## src/include/driver_configuration_pkg.sv

```systemverilog
// Package: register map, field layout and decode tables of the driver configuration block
package driver_configuration_pkg;
  localparam int ADDR_W = 7;
  localparam int DATA_W = 32;
  localparam logic [ADDR_W-1:0] CFG_OFFSET = 7'h05;
  localparam logic [DATA_W-1:0] CFG_RESET = 32'h00000000;
  localparam logic [DATA_W-1:0] CFG_WRITE_MASK = 32'h00770FFF;
  // Field positions indexed by motor number
  localparam int IDLE_LSB [2] = '{16, 20};
  localparam int IDLE_W = 3;
  localparam int SRC_BIT [2] = '{5, 11};
  localparam int EN_BIT [2] = '{4, 10};
  localparam int IREF_LSB [2] = '{2, 8};
  localparam int FSR_LSB [2] = '{0, 6};
  localparam int CODE_W = 2;
  // Idle delay is 2^(IDLE_EXP_MAX - field) clock cycles
  localparam int IDLE_EXP_MAX = 20;
  // Reference current in percent, per scaling code
  localparam int PCT_W = 7;
  localparam logic [PCT_W-1:0] IREF_PCT [4] = '{7'h19, 7'h32, 7'h4B, 7'h64};
  // Full-scale coefficient in hundredths: 2.05, 4.08, 6.03, 8.00
  localparam int COEF_W = 10;
  localparam logic [COEF_W-1:0] FSR_COEF [4] = '{10'h0CD, 10'h198, 10'h25B, 10'h320};
endpackage

```

## src/driver_configuration.sv

```systemverilog
// Driver configuration register with per-motor standstill timing and emergency driver off
`timescale 1ns/1ps
`default_nettype none
// Overview of operation
// - Motor 1 standstill after 2^(20 - idle field) cycles; field 0 gives 2^20.
// - Motor 0 standstill uses the same idle delay decoding with its own field.
// - Motor 1 halt enable set: driver off when selected switch pair both active.
// - Motor 1 source bit: 0 own pair only, 1 either motor's pair.
// - Motor 0 halt enable set: driver off when selected switch pair both active.
// - Motor 0 source bit: 0 own pair only, 1 either motor's pair.
// - Motor 1 reference current scale codes 0..3 give 25, 50, 75, 100 percent.
// - Motor 0 reference current scale in quarter steps, 25 to 100 percent.
// - Motor 1 sense range codes give coefficients 2.05, 4.08, 6.03, 8.00.
// - Motor 0 sense range codes give coefficients 2.05, 4.08, 6.03, 8.00.
// - Sense range code also sets that motor's overcurrent threshold.
module driver_configuration #(
  parameter int IDLE_EXP = driver_configuration_pkg::IDLE_EXP_MAX
) (
  input wire logic clk_sys,
  input wire logic rst_n,
  input wire logic regWrite,
  input wire logic [driver_configuration_pkg::ADDR_W-1:0] regAddr,
  input wire logic [driver_configuration_pkg::DATA_W-1:0] regWrData,
  output logic [driver_configuration_pkg::DATA_W-1:0] regRdData,
  input wire logic motor0Step,
  input wire logic motor1Step,
  input wire logic motor0LeftSwitch,
  input wire logic motor0RightSwitch,
  input wire logic motor1LeftSwitch,
  input wire logic motor1RightSwitch,
  output logic [1:0] standstill,
  output logic [1:0] driverHalt,
  output logic [driver_configuration_pkg::PCT_W-1:0] motor0RefPercent,
  output logic [driver_configuration_pkg::PCT_W-1:0] motor1RefPercent,
  output logic [driver_configuration_pkg::COEF_W-1:0] motor0SenseCoef,
  output logic [driver_configuration_pkg::COEF_W-1:0] motor1SenseCoef,
  output logic [driver_configuration_pkg::CODE_W-1:0] motor0OcThreshold,
  output logic [driver_configuration_pkg::CODE_W-1:0] motor1OcThreshold
);
  localparam int CNT_W = IDLE_EXP + 1;
  localparam int PCT_W = driver_configuration_pkg::PCT_W;

  // The shortest delay must still be at least one cycle and the counter must fit
  if (IDLE_EXP < 7 || IDLE_EXP > 30) begin : g_bad_exp
    $error("IDLE_EXP must lie between 7 and 30");
  end

  logic [driver_configuration_pkg::DATA_W-1:0] config_r;
  logic [CNT_W-1:0] idleCnt_r [2];
  logic [CNT_W-1:0] idleLimit [2];
  logic [1:0] step;
  logic [1:0] pairActive;
  logic [1:0] haltTrig;
  logic cfgHit;

  assign step = {motor1Step, motor0Step};
  assign pairActive = {motor1LeftSwitch & motor1RightSwitch, motor0LeftSwitch & motor0RightSwitch};
  assign cfgHit = (regAddr == driver_configuration_pkg::CFG_OFFSET);

  // ****************************************
  // Register access
  // ****************************************
  always_ff @(posedge clk_sys) begin
    if (!rst_n) begin
      config_r <= driver_configuration_pkg::CFG_RESET;
    end else if (regWrite && cfgHit) begin
      config_r <= regWrData & driver_configuration_pkg::CFG_WRITE_MASK;
    end
  end

  // Unmapped addresses read zero so the host never sees stale data
  always_ff @(posedge clk_sys) begin
    if (!rst_n) begin
      regRdData <= '0;
    end else begin
      regRdData <= cfgHit ? config_r : '0;
    end
  end

  // ****************************************
  // Standstill timing and emergency halt
  // ****************************************
  always_comb begin
    for (int m = 0; m < 2; m++) begin
      idleLimit[m] = CNT_W'(1) << (IDLE_EXP - int'(config_r[driver_configuration_pkg::IDLE_LSB[m] +: driver_configuration_pkg::IDLE_W]));
      // Source bit widens the trigger to the other motor's pair as well
      haltTrig[m] = pairActive[m] | (config_r[driver_configuration_pkg::SRC_BIT[m]] & pairActive[1-m]);
    end
  end

  always_ff @(posedge clk_sys) begin
    if (!rst_n) begin
      for (int m = 0; m < 2; m++) begin
        idleCnt_r[m] <= '0;
      end
      standstill <= '0;
    end else begin
      for (int m = 0; m < 2; m++) begin
        if (step[m]) begin
          idleCnt_r[m] <= '0;
        end else if (idleCnt_r[m] < idleLimit[m]) begin
          idleCnt_r[m] <= idleCnt_r[m] + CNT_W'(1);
        end
        // Counter saturates at the limit, so shortening the delay mid-count flags at once
        standstill[m] <= !step[m] && (idleCnt_r[m] >= idleLimit[m] - CNT_W'(1));
      end
    end
  end

  always_ff @(posedge clk_sys) begin
    if (!rst_n) begin
      driverHalt <= '0;
    end else begin
      for (int m = 0; m < 2; m++) begin
        driverHalt[m] <= config_r[driver_configuration_pkg::EN_BIT[m]] & haltTrig[m];
      end
    end
  end

  // ****************************************
  // Current scaling and sense range decode
  // ****************************************
  always_ff @(posedge clk_sys) begin
    if (!rst_n) begin
      motor0RefPercent <= '0;
      motor1RefPercent <= '0;
      motor0SenseCoef <= '0;
      motor1SenseCoef <= '0;
      motor0OcThreshold <= '0;
      motor1OcThreshold <= '0;
    end else begin
      motor0RefPercent <= driver_configuration_pkg::IREF_PCT[config_r[driver_configuration_pkg::IREF_LSB[0] +: 2]];
      motor1RefPercent <= driver_configuration_pkg::IREF_PCT[config_r[driver_configuration_pkg::IREF_LSB[1] +: 2]];
      motor0SenseCoef <= driver_configuration_pkg::FSR_COEF[config_r[driver_configuration_pkg::FSR_LSB[0] +: 2]];
      motor1SenseCoef <= driver_configuration_pkg::FSR_COEF[config_r[driver_configuration_pkg::FSR_LSB[1] +: 2]];
      // Overcurrent comparators take the range code itself as their threshold select
      motor0OcThreshold <= config_r[driver_configuration_pkg::FSR_LSB[0] +: 2];
      motor1OcThreshold <= config_r[driver_configuration_pkg::FSR_LSB[1] +: 2];
    end
  end

  // ****************************************
  // Assertions
  // ****************************************
  a_unused_zero: assert property (@(posedge clk_sys) disable iff (!rst_n)
    (config_r & ~driver_configuration_pkg::CFG_WRITE_MASK) == '0)
    else $error("Unused configuration bits are not zero");

  a_write_readback: assert property (@(posedge clk_sys) disable iff (!rst_n)
    rst_n && regWrite && cfgHit ##1 cfgHit |=> regRdData == ($past(regWrData, 2) & driver_configuration_pkg::CFG_WRITE_MASK))
    else $error("Written value does not read back masked");

  for (genvar g = 0; g < 2; g++) begin : g_chk
    a_step_restart: assert property (@(posedge clk_sys) disable iff (!rst_n)
      rst_n && step[g] |=> !standstill[g] && idleCnt_r[g] == '0)
      else $error("Step did not restart the idle count");

    a_idle_delay: assert property (@(posedge clk_sys) disable iff (!rst_n)
      // A delay shortened mid-count may flag with the count already past the new limit
      $rose(standstill[g]) && $stable(idleLimit[g]) && $past(idleLimit[g], 2) == idleLimit[g]
      |-> idleCnt_r[g] == idleLimit[g])
      else $error("Standstill rose at the wrong count");

    a_halt_enable: assert property (@(posedge clk_sys) disable iff (!rst_n)
      rst_n && !config_r[driver_configuration_pkg::EN_BIT[g]] |=> !driverHalt[g])
      else $error("Driver halted while halt is disabled");

    a_halt_own: assert property (@(posedge clk_sys) disable iff (!rst_n)
      rst_n && config_r[driver_configuration_pkg::EN_BIT[g]] && pairActive[g] |=> driverHalt[g])
      else $error("Own switch pair did not halt the driver");

    a_halt_source: assert property (@(posedge clk_sys) disable iff (!rst_n)
      rst_n && config_r[driver_configuration_pkg::EN_BIT[g]] && !pairActive[g] && pairActive[1-g]
      |=> driverHalt[g] == $past(config_r[driver_configuration_pkg::SRC_BIT[g]]))
      else $error("Other switch pair handled against the source bit");
  end

  // Sampled reset in the antecedent keeps the release edge, where outputs still hold reset values, out
  a_ref_scale: assert property (@(posedge clk_sys) disable iff (!rst_n)
    rst_n |=> motor1RefPercent == PCT_W'(25 * (int'($past(config_r[driver_configuration_pkg::IREF_LSB[1] +: 2])) + 1))
    && motor0RefPercent == PCT_W'(25 * (int'($past(config_r[driver_configuration_pkg::IREF_LSB[0] +: 2])) + 1)))
    else $error("Reference percent does not match its code");

  // Coefficients written out in hundredths, so a wrong decode table is caught
  a_sense_coef1: assert property (@(posedge clk_sys) disable iff (!rst_n)
    rst_n |=> motor1SenseCoef == (
      $past(config_r[driver_configuration_pkg::FSR_LSB[1] +: 2]) == 2'h0 ? 10'h0CD :
      $past(config_r[driver_configuration_pkg::FSR_LSB[1] +: 2]) == 2'h1 ? 10'h198 :
      $past(config_r[driver_configuration_pkg::FSR_LSB[1] +: 2]) == 2'h2 ? 10'h25B : 10'h320))
    else $error("Motor 1 sense coefficient does not match its range code");

  a_sense_coef0: assert property (@(posedge clk_sys) disable iff (!rst_n)
    rst_n |=> motor0SenseCoef == (
      $past(config_r[driver_configuration_pkg::FSR_LSB[0] +: 2]) == 2'h0 ? 10'h0CD :
      $past(config_r[driver_configuration_pkg::FSR_LSB[0] +: 2]) == 2'h1 ? 10'h198 :
      $past(config_r[driver_configuration_pkg::FSR_LSB[0] +: 2]) == 2'h2 ? 10'h25B : 10'h320))
    else $error("Motor 0 sense coefficient does not match its range code");

  a_oc_threshold: assert property (@(posedge clk_sys) disable iff (!rst_n)
    rst_n |=> motor0OcThreshold == $past(config_r[driver_configuration_pkg::FSR_LSB[0] +: 2])
    && motor1OcThreshold == $past(config_r[driver_configuration_pkg::FSR_LSB[1] +: 2]))
    else $error("Overcurrent threshold does not follow the range code");
endmodule
`default_nettype wire

```

## config.mk

```make
export PLATFORM = sky130hd
export DESIGN_NAME = driver_configuration
export DESIGN_NICKNAME = d
export VERILOG_FILES = /design/src/include/driver_configuration_pkg.sv /design/src/driver_configuration.sv
export SDC_FILE = /design/constraint.sdc
export NUM_CORES = 1
export LEC_CHECK = 0
export BUFFER_PORTS_ARGS = -buffer_cell sky130_fd_sc_hd__buf_4
export CELL_PAD_IN_SITES_DETAIL_PLACEMENT = 2
export CELL_PAD_IN_SITES_GLOBAL_PLACEMENT = 2
export CORE_MARGIN = 5
export CORE_UTILIZATION = 31
export DETAILED_ROUTE_END_ITERATION = 8
export GPL_TIMING_DRIVEN = 1
export PLACE_DENSITY = 0.83
export SETUP_SLACK_MARGIN = 0.02
export SLEW_MARGIN = 20
export SYNTH_ARGS = -nofsm -noshare
export SYNTH_HDL_FRONTEND = slang
export SYNTH_SLANG_ARGS = --single-unit
export TNS_END_PERCENT = 20
```

## constraint.sdc

```tcl
create_clock -name clk_sys -period 4.15 [get_ports clk_sys]
set_clock_uncertainty 0.15 [all_clocks]
set_input_delay 0.415 -clock clk_sys [delete_from_list [all_inputs] [get_ports clk_sys]]
set_output_delay 0.415 -clock clk_sys [all_outputs]
set_load 0.01 [all_outputs]
```

## Word-level counts from Yosys, hierarchy flattened

Memories as Yosys holds them, arrays and structs flattened.
Cells that the tools add are included.

| storage, ports and cells | value |
|---|---|
| register bits after elaboration | 78 |
| memory bits (writable) | 42 |
| input port bits | 48 |
| word-level logic and storage cells | 81 |
| memories | 1 |

| cells by class | value |
|---|---|
| add/subtract/negate cells | 6 |
| magnitude comparators | 8 |
| eq/ne operators | 1 |
| shift-type cells | 2 |
| multiplexer cells | 31 |
| bitwise logic cells | 16 |
| reduce and logical (&&, ||, !) cells | 6 |

Memory list:

| name | depth | width | read ports | clocked after memory_dff | write ports | RTL line | text |
|---|---|---|---|---|---|---|---|
| idleCnt_r | 2 | 21 | 2 | 0 | 2 | driver_configuration.sv:49 | `logic [CNT_W-1:0] idleCnt_r [2];` |

Operators by type and width:

| cell | count |
|---|---|
| $mux 21 | 4 |
| $shl 1x32->21 const A | 2 |
| $add 21x1->21 const B | 2 |
| $ge 21x21->1 | 2 |
| $lt 21x21->1 | 2 |
| $sub 21x1->21 const B | 2 |
| $bmux 10 s2 | 2 |
| $mux 10 | 4 |
| $bmux 7 s2 | 2 |
| $mux 7 | 4 |
| $mux 1 | 15 |
| $ge 3x3->1 const B | 4 |
| $not 2->3 | 4 |
| $sub 5x3->6 const A | 2 |
| $eq 7x3->1 const B | 1 |
| $and 1x1->1 | 6 |
| $or 1x1->1 | 6 |
| $logic_and 1x1->1 | 3 |
| $logic_not 1->1 | 2 |
| $reduce_and 2->1 | 1 |

## Longest topological paths before layout

Gate-level depths: netlist (run 1).

| depth | value |
|---|---|
| word-level depth | 8 |
| mapped depth | 18 |
| gate-level depth less buffers | 17 |

## Worst setup path before layout (run 1)

OpenSTA, ideal clock, no wires.

| timing | value |
|---|---|
| path kind | register to register |
| start point | register config_r[17] (netlist name) |
| end point | memory idleCnt_r[0][0] (netlist name) (enable) |
| library setup time | 0.381 ns |
| arrival | 3.488 ns |
| required time | 3.619 ns |
| setup slack | 0.131 ns |
| stages on the path, launching flop included | 14 |
| path through | dfxtp_1 buf_2 nor2_1 inv_1 ha_1 clkbuf_1 inv_1 nor3_1 nand2_1 ha_1 and4_1 a2111oi_0 nand2_1 nand2b_1 |

RTL lines:

| element | RTL line | text |
|---|---|---|
| start, declared | driver_configuration.sv:48 | `logic [driver_configuration_pkg::DATA_W-1:0] config_r;` |
| start signal, assigned | driver_configuration.sv:65 | `config_r <= driver_configuration_pkg::CFG_RESET;` |
| start signal, assigned | driver_configuration.sv:67 | `config_r <= regWrData & driver_configuration_pkg::CFG_WRITE_MASK;` |
| end, declared | driver_configuration.sv:49 |  |

## Worst setup path after layout (run 1)

| timing | value |
|---|---|
| start point | register config_r[20] (netlist name) |
| end point | register standstill[1] |

| on the way | value |
|---|---|
| cells in the longest elaborated chain, start to end | 5 |

RTL lines:

| element | RTL line | text |
|---|---|---|
| $sub 5x3->6 | driver_configuration.sv:85 | `idleLimit[m] = CNT_W'(1) << (IDLE_EXP - int'(config_r[driver_configuration_pkg::IDLE_LSB[m] +: driver_configur ...` |
| $shl 1x32->21 | driver_configuration.sv:85 |  |
| $sub 21x1->21 | driver_configuration.sv:105 | `standstill[m] <= !step[m] && (idleCnt_r[m] >= idleLimit[m] - CNT_W'(1));` |
| $ge 21x21->1 | driver_configuration.sv:105 |  |
| $logic_and 1x1->1 | driver_configuration.sv:105 |  |
| end signal, assigned by index | driver_configuration.sv:105 |  |
| end, declared | driver_configuration.sv:31 | `output logic [1:0] standstill,` |

Every way passes these cells.
A chain may end at the register's enable or synchronous reset.

==> results of run 1 <==
Yosys cell counts, types with 5 or more instances:
master,instances
buf_4,22
and3_1,28
xnor2_1,13
edfxtp_1,42
nor2_1,75
nand3_1,34
nor2b_1,38
o21bai_1,5
buf_2,6
and2_1,24
inv_1,20
mux2i_1,20
nand4_1,18
nand2b_1,6
xor2_1,30
a21oi_1,22
and4_1,6
nor4_1,11
clkbuf_1,25
ha_1,68
dfxtp_1,70
nand2_1,50
o21ai_0,13
nor3_1,8
cells in the final DEF, fill, tap and decap left out, types with 14 or more instances in the layout:
cell,n
a21oi_1,22
and2_1,24
and3_1,28
buf_4,116
conb_1,14
dfxtp_1,70
edfxtp_1,42
ha_1,68
inv_1,20
mux2i_1,20
nand2_1,50
nand3_1,34
nand4_1,18
nor2_1,75
nor2b_1,37
xor2_1,30
metrics by stage:
stage	util, %	hold slack (ns)
2_1_floorplan	-	0.273
3_3_place_gp	35.7	0.303
3_5_place_dp	35.7	0.330
4_1_cts	37.1	0.147
5_1_grt	37.2	0.171
6_report	37.2	0.153
routing by layer:
metal / vias to the layer above / track usage [%] / share of wire [%]
li1: 2676 / - / -
met1: 2849 / 23.1 / 46
met2: 100 / 29.6 / 48
met3: 24 / 4.37 / 4.6
met4: 0 / 4.63 / 1.6
met5: - / 0 / 0
how the worst max path moves through the flow:
stage	slack [ns]	end	startpoint	cells after the start
2_1_floorplan	0.13	idleCnt_r[0][0]$_SDFFCE_PN0P_	config_r[17]$_SDFFE_PN0P_	13
3_3_place_gp	0.50	standstill[0]$_SDFF_PN0_	config_r[16]$_SDFFE_PN0P_	16
3_5_place_dp	0.37	standstill[0]$_SDFF_PN0_	config_r[16]$_SDFFE_PN0P_	15
4_1_cts	0.28	standstill[0]$_SDFF_PN0_	config_r[16]$_SDFFE_PN0P_	15
5_1_grt	0.08	standstill[0]$_SDFF_PN0_	config_r[16]$_SDFFE_PN0P_	16
6_report	0.41	standstill[1]$_SDFF_PN0_	config_r[20]$_SDFFE_PN0P_	16
where the power goes:
part,internal [W],switching (W)
sequential,0.00118,0.0000700
clock,0.000436,0.000507
combinational,0.000101,0.000116
cells by family after synthesis:
| kind of cell | synth area share, % |
|---|---|
| AOI/OAI and AO/OA | 8.66 |
| and+or+nand+nor | 24.9 |
| other | 0.0557 |
| xor gates and xnor gates | 5.59 |
| muxes | 2.97 |
| DFF | 39.6 |
| buffers and inverters | 5.58 |
| adders and majority gates | 12.6 |
state kept, by name, indices dropped and copies added (netlist names):
| signal | count |
|---|---|
| driverHalt | 2 |
| idleCnt_r | 42 |
| motor1SenseCoef | 9 |
| config_r | 18 |
| regRdData | 18 |
| motor0SenseCoef | 9 |
| motor0RefPercent | 6 |
| motor1RefPercent | 6 |
| standstill | 2 |
final cells by class:
cell class	count	area share, %
clock inverters	7	1.01
repair buffers	117	11.1
clock buffers	9	2.80
flip-flops and latches	112	33.1
multi-input cells	546	46.7
well taps	280	4.36
inverters	20	0.934
critical path, delay by kind of cell, from the launching register on:
kind	cells	cell delay (ns)
mux	1	0.25
simple gates	7	0.96
compound gates	4	0.92
buf+inv	1	0.14
fa+ha+maj	3	0.90
flops	1	0.32
what timing repair did:
| item | CTS | global route |
|---|---|---|
| gates resized for setup | 0 | 2 |
| endpoints found under the hold margin | 0 | 0 |
| endpoints found under the setup margin | 0 | 1 |
| hold buffers | 0 | 0 |
==> flow_summary.ini, run 1 <==
[logic_synthesis]
ys.flop_type = dfxtp_1
ys_seq_area_share_pct = 39.6
ys_warn_count = 0
syn_inst = 719
yosys.area.top_type_share_pct = 20.8
synthArstFlopShare_pct = 0
yosys-top-cells-area = dfxtp_1, edfxtp_1, ha_1, nor2_1, xor2_1
syn-cell-area_um2 = 6730
synth.avg_cell_area_um2 = 9.36
ys_types = 59
synth_edf_count = 42
ys_ff_latch = 112
synth_top_area_cell = dfxtp_1

[setup_path]
critical-path-max-stage-delay_ns = 0.34
timing.rr.start = config_r[20]$_SDFFE_PN0P_
arrival_ns = 3.86
cp_cell_sequence = nor2_1 -> inv_1 -> ha_1 -> nand3_1 -> nor2_1 -> nand2_1 -> ha_1 -> o31ai_1 -> a21o_1 -> mux2i_1 -> ha_1 -> nand3_1 -> nor4_1 -> nor4_1 -> a41oi_1 -> o31a_1
end_kind = register
crit_fanout = 5
r2r_cells = 16
worstPathRequired_ns = 4.26
crit_slowest_cell = ha_1
reg2reg_to = standstill[1]$_SDFF_PN0_
crit_top_cell = ha_1
cp-start-kind = register
crit_type = register to register
r2r_setup_slack_ns = 0.41

[global_route]
grt_max_degree = 67
grt_pass1_wl_mm = 34.8
grt_usage_pct = 17.8
grt_pass1_vias = 6266
grt_overflow_total = 0
antenna_found_initial = 0

[cells_and_area]
post-route-cell-area_um2 = 8040
stdcell_count = 1091
multi_input_area_um2 = 3750
antenna_cells = 0
nets = 922
layout-drive-gt1-share_pct = 18.2
nFillCells = 2390
syn2layout_area_growth_pct = 19.4
regArea_um2 = 2660

[drt]
drc = 0
drtPass1Iterations = 4
vias = 5649
viasPerCell = 5.18
drt-wirelength-per-cell_um = 19.8
drt_iter0_markers = 222
antenna_left = 0
detail_route.wirelength_mm = 21.6

[clock_tree]
clockBufferDepth = 2
cts-buffers-inserted = 9
clk-insertion-delay-late_ns = 0.37
clkSinkCount = 112
root_buffer = clkbuf_16
clk_pin_slew_ns = 0.09
tritoncts = yes
post_cts_buffers = 0
h-tree-depth = 3

[timing]
slew_headroom_pct = 45.3
setup_tns_ns = 0
grt_setup_unrepaired = false
setup_slack_ns = 0.410
layout_worst_path_cycle_share_pct = 90.1
worstMarginPinSlew_ns = 0.813
max_freq_ghz = 0.267
hold_viol_final = 0
fin_crit_ns = 3.74
setup_viol = 0
drv_slew = 0

[floorplan]
num_rows = 54
dieArea_um2 = 24800
num_io_pins = 122
die_w_um = 157
coreArea_um2 = 21600
start_util_pct = 31.1
die_y_um = 157

[hold_path]
hold_class = primary input to register
worstHoldStart = regWrData[21]
hold_path_depth = 3
hold_path_end = config_r[21]$_SDFFE_PN0P_

[pwr]
power_density_nw_per_um2 = 300
power_w = 0.00241
total_leakage_power_nw = 3.57
ir_drop_uv = 197

[placement]
gp_congestion = 0.814
dp_slack_ns = 0.366
io_buffers = 93
dp_cells = 1075
dp_hpwl_mm = 15.7
dpl_cell_area_um2 = 7720

[outcome]
outcome = finished, final reports clean

[run]
maxCapViolations = 0
Note: power is estimated with default switching activity, not from simulation.
==> run 2: changes to the inputs <==
--- a/config.mk
+++ b/config.mk
@@ -8,11 +8,12 @@
 export BUFFER_PORTS_ARGS = -buffer_cell sky130_fd_sc_hd__buf_4
 export CELL_PAD_IN_SITES_DETAIL_PLACEMENT = 2
 export CELL_PAD_IN_SITES_GLOBAL_PLACEMENT = 2
+export CORE_ASPECT_RATIO = 1.25
 export CORE_MARGIN = 5
 export CORE_UTILIZATION = 31
 export DETAILED_ROUTE_END_ITERATION = 8
 export GPL_TIMING_DRIVEN = 1
-export PLACE_DENSITY = 0.83
+export PLACE_DENSITY = 0.78
 export SETUP_SLACK_MARGIN = 0.02
 export SLEW_MARGIN = 20
 export SYNTH_ARGS = -nofsm -noshare
==> run 2 against run 1 <==
  * Flip-flop and latch count stayed put
  * Register-to-register slack got worse by 0.12 ns
  * Combinational power decreased by 5%
  * Critical endpoint is now idleCnt_r[0][14]$_SDFFCE_PN0P_
  * Power increased by 0.30%
==> flow_summary.ini, run 2 (same netlist as run 1, synthesis figures left out) <==
[setup_path]
critical-path-max-stage-delay_ns = 0.65
r2r_cells = 12
worstPathRequired_ns = 4.08
reg2reg_to = idleCnt_r[0][14]$_SDFFCE_PN0P_
end_kind = register
crit_type = register to register
cp-start-kind = register
arrival_ns = 3.79
r2r_setup_slack_ns = 0.29
timing.rr.start = config_r[16]$_SDFFE_PN0P_
crit_slowest_cell = a2111oi_1
crit_fanout = 8
cp_cell_sequence = nor2_1 -> inv_1 -> ha_4 -> inv_1 -> nor3_1 -> nand2_1 -> ha_1 -> and4_1 -> a2111oi_1 -> nand2_1 -> nand2b_1 -> buf_4

[global_route]
antenna_found_initial = 0
use_met2_pct = 29.5
grt_usage_pct = 16.1
grt_max_degree = 69
grt_overflow_total = 0
grtUsageMet1_pct = 18.3
met3_usage_pct = 2.87
grt_pass1_wl_mm = 31.8
busiest_layer = met2
grt_pass1_vias = 5939

[drt]
drtPass1Iterations = 4
viasPerCell = 5.07
antenna_left = 0
drc = 0
drt-wirelength-per-cell_um = 18.2
vias = 5505
detail_route.wirelength_mm = 19.7
drt_iter0_markers = 188

[clock_tree]
clkSinkCount = 112
cts_hold_buffers = 0
h-tree-depth = 3
clockBufferDepth = 2
cts-buffers-inserted = 9
clk-insertion-delay-late_ns = 0.37
clk_pin_slew_ns = 0.09
tritoncts = yes
root_buffer = clkbuf_16

[pwr]
power_density_nw_per_um2 = 301
ir_drop_uv = 208
total_leakage_power_nw = 3.54

[cells_and_area]
reg_top3 = idleCnt_r (42), config_r (18), regRdData (18)
layout-drive-gt1-share_pct = 18.1
largest_reg_flops = 42
final_common_cell = buf_4
final_cell_mix = buf_4, nor2_1, dfxtp_1
nets = 917
syn2layout_area_growth_pct = 19.3
fin_util_pct = 37.4
antenna_cells = 0
nFillCells = 2470
top_register = idleCnt_r

[floorplan]
num_io_pins = 122
die_w_um = 142
dieArea_um2 = 24800
start_util_pct = 31.4
die_y_um = 175
num_rows = 60
coreArea_um2 = 21500

[timing]
fin_crit_ns = 3.86
setup_viol = 0
slew_headroom_pct = 36.3
hold_viol_final = 0
grt_setup_unrepaired = false
setup_slack_ns = 0.291
layout_worst_path_cycle_share_pct = 93.0
worstMarginPinSlew_ns = 0.947
setup_tns_ns = 0
drv_slew = 0
max_freq_ghz = 0.259

[hold_path]
worstHoldStart = motor1RightSwitch
hold_path_depth = 3
hold_path_end = driverHalt[1]$_SDFF_PN0_
hold_class = primary input to register

[placement]
dp_hpwl_mm = 15.0
io_buffers = 93
gp_congestion = 0.800
dp_slack_ns = 0.174

[run]
maxCapViolations = 0

[outcome]
outcome = finished, final reports clean
[run 2: changes by cell type in the layout (fill, tap and decap cells not counted), moves of 2 or more]
| cell | delta |
|---|---|
| buf_4 | -4 |
| ha_1 | -2 |
| inv_12 | +2 |
| clkinv_4 | -2 |
| ha_4 | +2 |
[run 2: repair_timing]
action,CTS,global route
endpoints found under the hold margin,0,0
setup buffers,0,0
setup endpoints to repair,0,17
resized for setup,0,8
[run 2: routing by layer]
metal | up-vias | wire length [um] | share of wire, %
li1 | 2669 | - | -
met1 | 2748 | 8180 | 41
met2 | 68 | 10500 | 53
met3 | 20 | 599 | 3.0
met4 | 0 | 425 | 2.2
met5 | - | 0 | 0
[run 2: worst max-delay path: cells and delay by family (launching register included)]
kind | cells | cell delay, ns
buf+inv | 3 | 0.48
simple gates | 6 | 1.33
compound gates | 1 | 0.65
flops | 1 | 0.32
fa+ha+maj | 2 | 0.64
[run 2: final cells by class]
cell class              instances  area [um^2]  area share (%)
multi-input cells             546         3780            47.0
flip-flops and latches        112         2660            33.1
repair buffers                112          841            10.5
well taps                     279          349            4.35
clock buffers                   9          225            2.80
clock inverters                 7          101            1.26
inverters                      20         75.1           0.934
[run 2: worst max-delay path by stage]
stage	start	to	slack (ns)	cells past startpoint
floorplan	config_r[17]$_SDFFE_PN0P_	idleCnt_r[0][0]$_SDFFCE_PN0P_	0.13	13
global placement	config_r[16]$_SDFFE_PN0P_	standstill[0]$_SDFF_PN0_	0.32	16
detailed placement	config_r[16]$_SDFFE_PN0P_	idleCnt_r[0][20]$_SDFFCE_PN0P_	0.17	12
CTS	config_r[17]$_SDFFE_PN0P_	idleCnt_r[0][20]$_SDFFCE_PN0P_	0.03	12
global route	config_r[16]$_SDFFE_PN0P_	standstill[0]$_SDFF_PN0_	0.05	16
finish	config_r[16]$_SDFFE_PN0P_	idleCnt_r[0][14]$_SDFFCE_PN0P_	0.29	12
[run 2: per-stage QoR]
step                      area [um^2]  instances  hold WS [ns]  total power, W
after floorplan                  6780        732         0.273         0.00139
after global placement           7670       1069         0.302         0.00147
after detailed placement         7670       1069         0.321         0.00148
after CTS                        8000       1085         0.115         0.00246
after global routing             8030       1085         0.142         0.00252
final                            8030       1085         0.128         0.00242
[run 2: power breakdown]
group / internal (W) / switching [W] / total [W]
clock: 0.000450 / 0.000513 / 0.000963
combinational: 0.0000989 / 0.000108 / 0.000207
sequential: 0.00118 / 0.0000676 / 0.00125
==> run 3: changes to the inputs <==
--- a/config.mk
+++ b/config.mk
@@ -14,6 +14,7 @@
 export DETAILED_ROUTE_END_ITERATION = 8
 export GPL_TIMING_DRIVEN = 1
 export PLACE_DENSITY = 0.78
+export REMOVE_ABC_BUFFERS = 1
 export SETUP_SLACK_MARGIN = 0.02
 export SLEW_MARGIN = 20
 export SYNTH_ARGS = -nofsm -noshare
==> run 3 against run 2 <==
  * Critical path depth rose by 3
  * Sequential power barely moved
  * Power fell by 1.8%
  * Hold slack improved by 0.0048 ns
  * Maximum frequency rose by 1.2%
  * Sequential share of layout area rose by 0.15 points
  * Cell area fell by 0.44%
  * Non-clock buffer count rose by 3
  * First-iteration DRC count rose by 28%
  * Global-route usage rose by 0.11 points
  * Via count rose by 0.62%
  * Critical path type unchanged
  * Largest cell class unchanged
  * Largest power group unchanged
  * Highest routed layer unchanged
==> flow_summary.ini, run 3 (same netlist as run 1, synthesis figures left out) <==
[clock_tree]
clk_pin_slew_ns = 0.09
clkSinkCount = 112
cts_hold_buffers = 0
clockBufferDepth = 2
tritoncts = yes
h-tree-depth = 3
clk-insertion-delay-late_ns = 0.37
cts-buffers-inserted = 9
root_buffer = clkbuf_16

[timing]
hold_slack_ns = 0.132
grt_setup_unrepaired = false
hold_viol_final = 0
fin_crit_ns = 3.81
setup_viol = 0
layout_worst_path_cycle_share_pct = 91.9
max_freq_ghz = 0.262
slew_headroom_pct = 42.3
drv_slew = 0
worstMarginPinSlew_ns = 0.857

[placement]
io_buffers = 93
dp_cells = 1072
gp_congestion = 0.785
dp_hpwl_mm = 15.2

[cells_and_area]
layout-drive-gt1-share_pct = 17.9
final_common_cell = buf_4
antenna_cells = 0
final_cell_mix = buf_4, nor2_1, dfxtp_1
syn2layout_area_growth_pct = 18.8
reg_top3 = idleCnt_r (42), config_r (18), regRdData (18)
largest_reg_flops = 42
top_register = idleCnt_r
nets = 920
stdcell_count = 1088

[pwr]
total_leakage_power_nw = 3.54
power_density_nw_per_um2 = 297
ir_drop_uv = 238
power_w = 0.00238

[drt]
detail_route.wirelength_mm = 20.0
drt-wirelength-per-cell_um = 18.4
viasPerCell = 5.09
drt_iter0_markers = 241
drc = 0
vias = 5539
antenna_left = 0
drtPass1Iterations = 4

[setup_path]
end_kind = register
arrival_ns = 3.88
cp-start-kind = register
worstPathRequired_ns = 4.22
crit_type = register to register
crit_fanout = 6

[global_route]
grt_pass1_wl_mm = 32.2
antenna_found_initial = 0
grt_max_degree = 40
grt_pass1_vias = 6081
grt_usage_pct = 16.2
grt_overflow_total = 0

[floorplan]
die_w_um = 142
start_util_pct = 31.4
num_rows = 60
die_y_um = 175
num_io_pins = 122
dieArea_um2 = 24800
coreArea_um2 = 21500

[outcome]
outcome = finished, final reports clean

[run]
maxCapViolations = 0

[hold_path]
hold_class = primary input to register
run 3: cell count changes in the layout (fill, tap and decap cells not counted), moves of 2 or more:
cell      delta
inv_12       -2
ha_4         -2
buf_4        +3
ha_1         +2
clkinv_8     -2
inv_8        +3
run 3: per-layer routing:
| metal | vias up | wire [um] | share of wire (%) | global-route usage [%] |
|---|---|---|---|---|
| met5 | - | 0 | 0 | 0 |
| met4 | 0 | 485 | 2.4 | 4.96 |
| met3 | 29 | 383 | 1.9 | 2.46 |
| met2 | 62 | 11200 | 56 | 30.6 |
| met1 | 2777 | 8000 | 40 | 18.4 |
| li1 | 2671 | - | - | - |
run 3: layout make-up:
| cell class | instances | area, um^2 |
|---|---|---|
| clock buffer | 9 | 225 |
| multi-input combinational | 546 | 3750 |
| sequential | 112 | 2660 |
| clock inverter | 7 | 77.6 |
| fill | 2414 | 13500 |
| tap | 279 | 349 |
| inverter | 20 | 75.1 |
| timing repair buffer | 115 | 863 |
run 3: stage by stage:
| step | utilization, % | setup WS [ns] | cell area (um^2) | setup TNS (ns) |
|---|---|---|---|---|
| 6_report | 37.3 | 0.338 | 8000 | 0 |
| 5_1_grt | 37.3 | 0.0920 | 8000 | 0 |
| 4_1_cts | 37.2 | 0.261 | 8000 | 0 |
| 3_5_place_dp | 35.8 | 0.310 | 7690 | 0 |
| 3_3_place_gp | 35.8 | 0.472 | 7690 | 0 |
| 2_1_floorplan | - | -0.148 | 6480 | -3.12 |
run 3: worst paths after layout:
| kind | from | endpoint | slack [ns] | cells past startpoint |
|---|---|---|---|---|
| worst min-delay path | motor0RightSwitch | driverHalt[0]$_SDFF_PN0_ | 0.13 | 3 |
| worst min register to register | config_r[4]$_SDFFE_PN0P_ | driverHalt[0]$_SDFF_PN0_ | 0.30 | 2 |
| worst max-delay path | config_r[16]$_SDFFE_PN0P_ | standstill[0]$_SDFF_PN0_ | 0.34 | 15 |
| worst max register to register | config_r[16]$_SDFFE_PN0P_ | standstill[0]$_SDFF_PN0_ | 0.34 | 15 |
run 3: critical path, cell delays in order, from the launching register on:
cell and delay (ns):
dfxtp_1 0.32, nor2_1 0.13, inv_1 0.14, ha_1 0.36, and2_1 0.27, nand2_1 0.14
ha_1 0.26, o21ai_1 0.15, nor2_1 0.07, o22a_1 0.19, ha_1 0.29, and4_1 0.22
a221oi_1 0.44, o21ai_0 0.16, nor4_1 0.23, a221oi_1 0.14
run 3: report_power, final:
group / leakage [nW] / internal, W / switching (W)
sequential: 1.04 / 0.00118 / 0.0000672
combinational: 2.36 / 0.0000987 / 0.000109
clock: 0.147 / 0.000435 / 0.000485
run 3: repair_timing:
| action | CTS | global route |
|---|---|---|
| setup endpoints to repair | 0 | 19 |
| setup buffers | 0 | 0 |
| gates resized for setup | 0 | 2 |
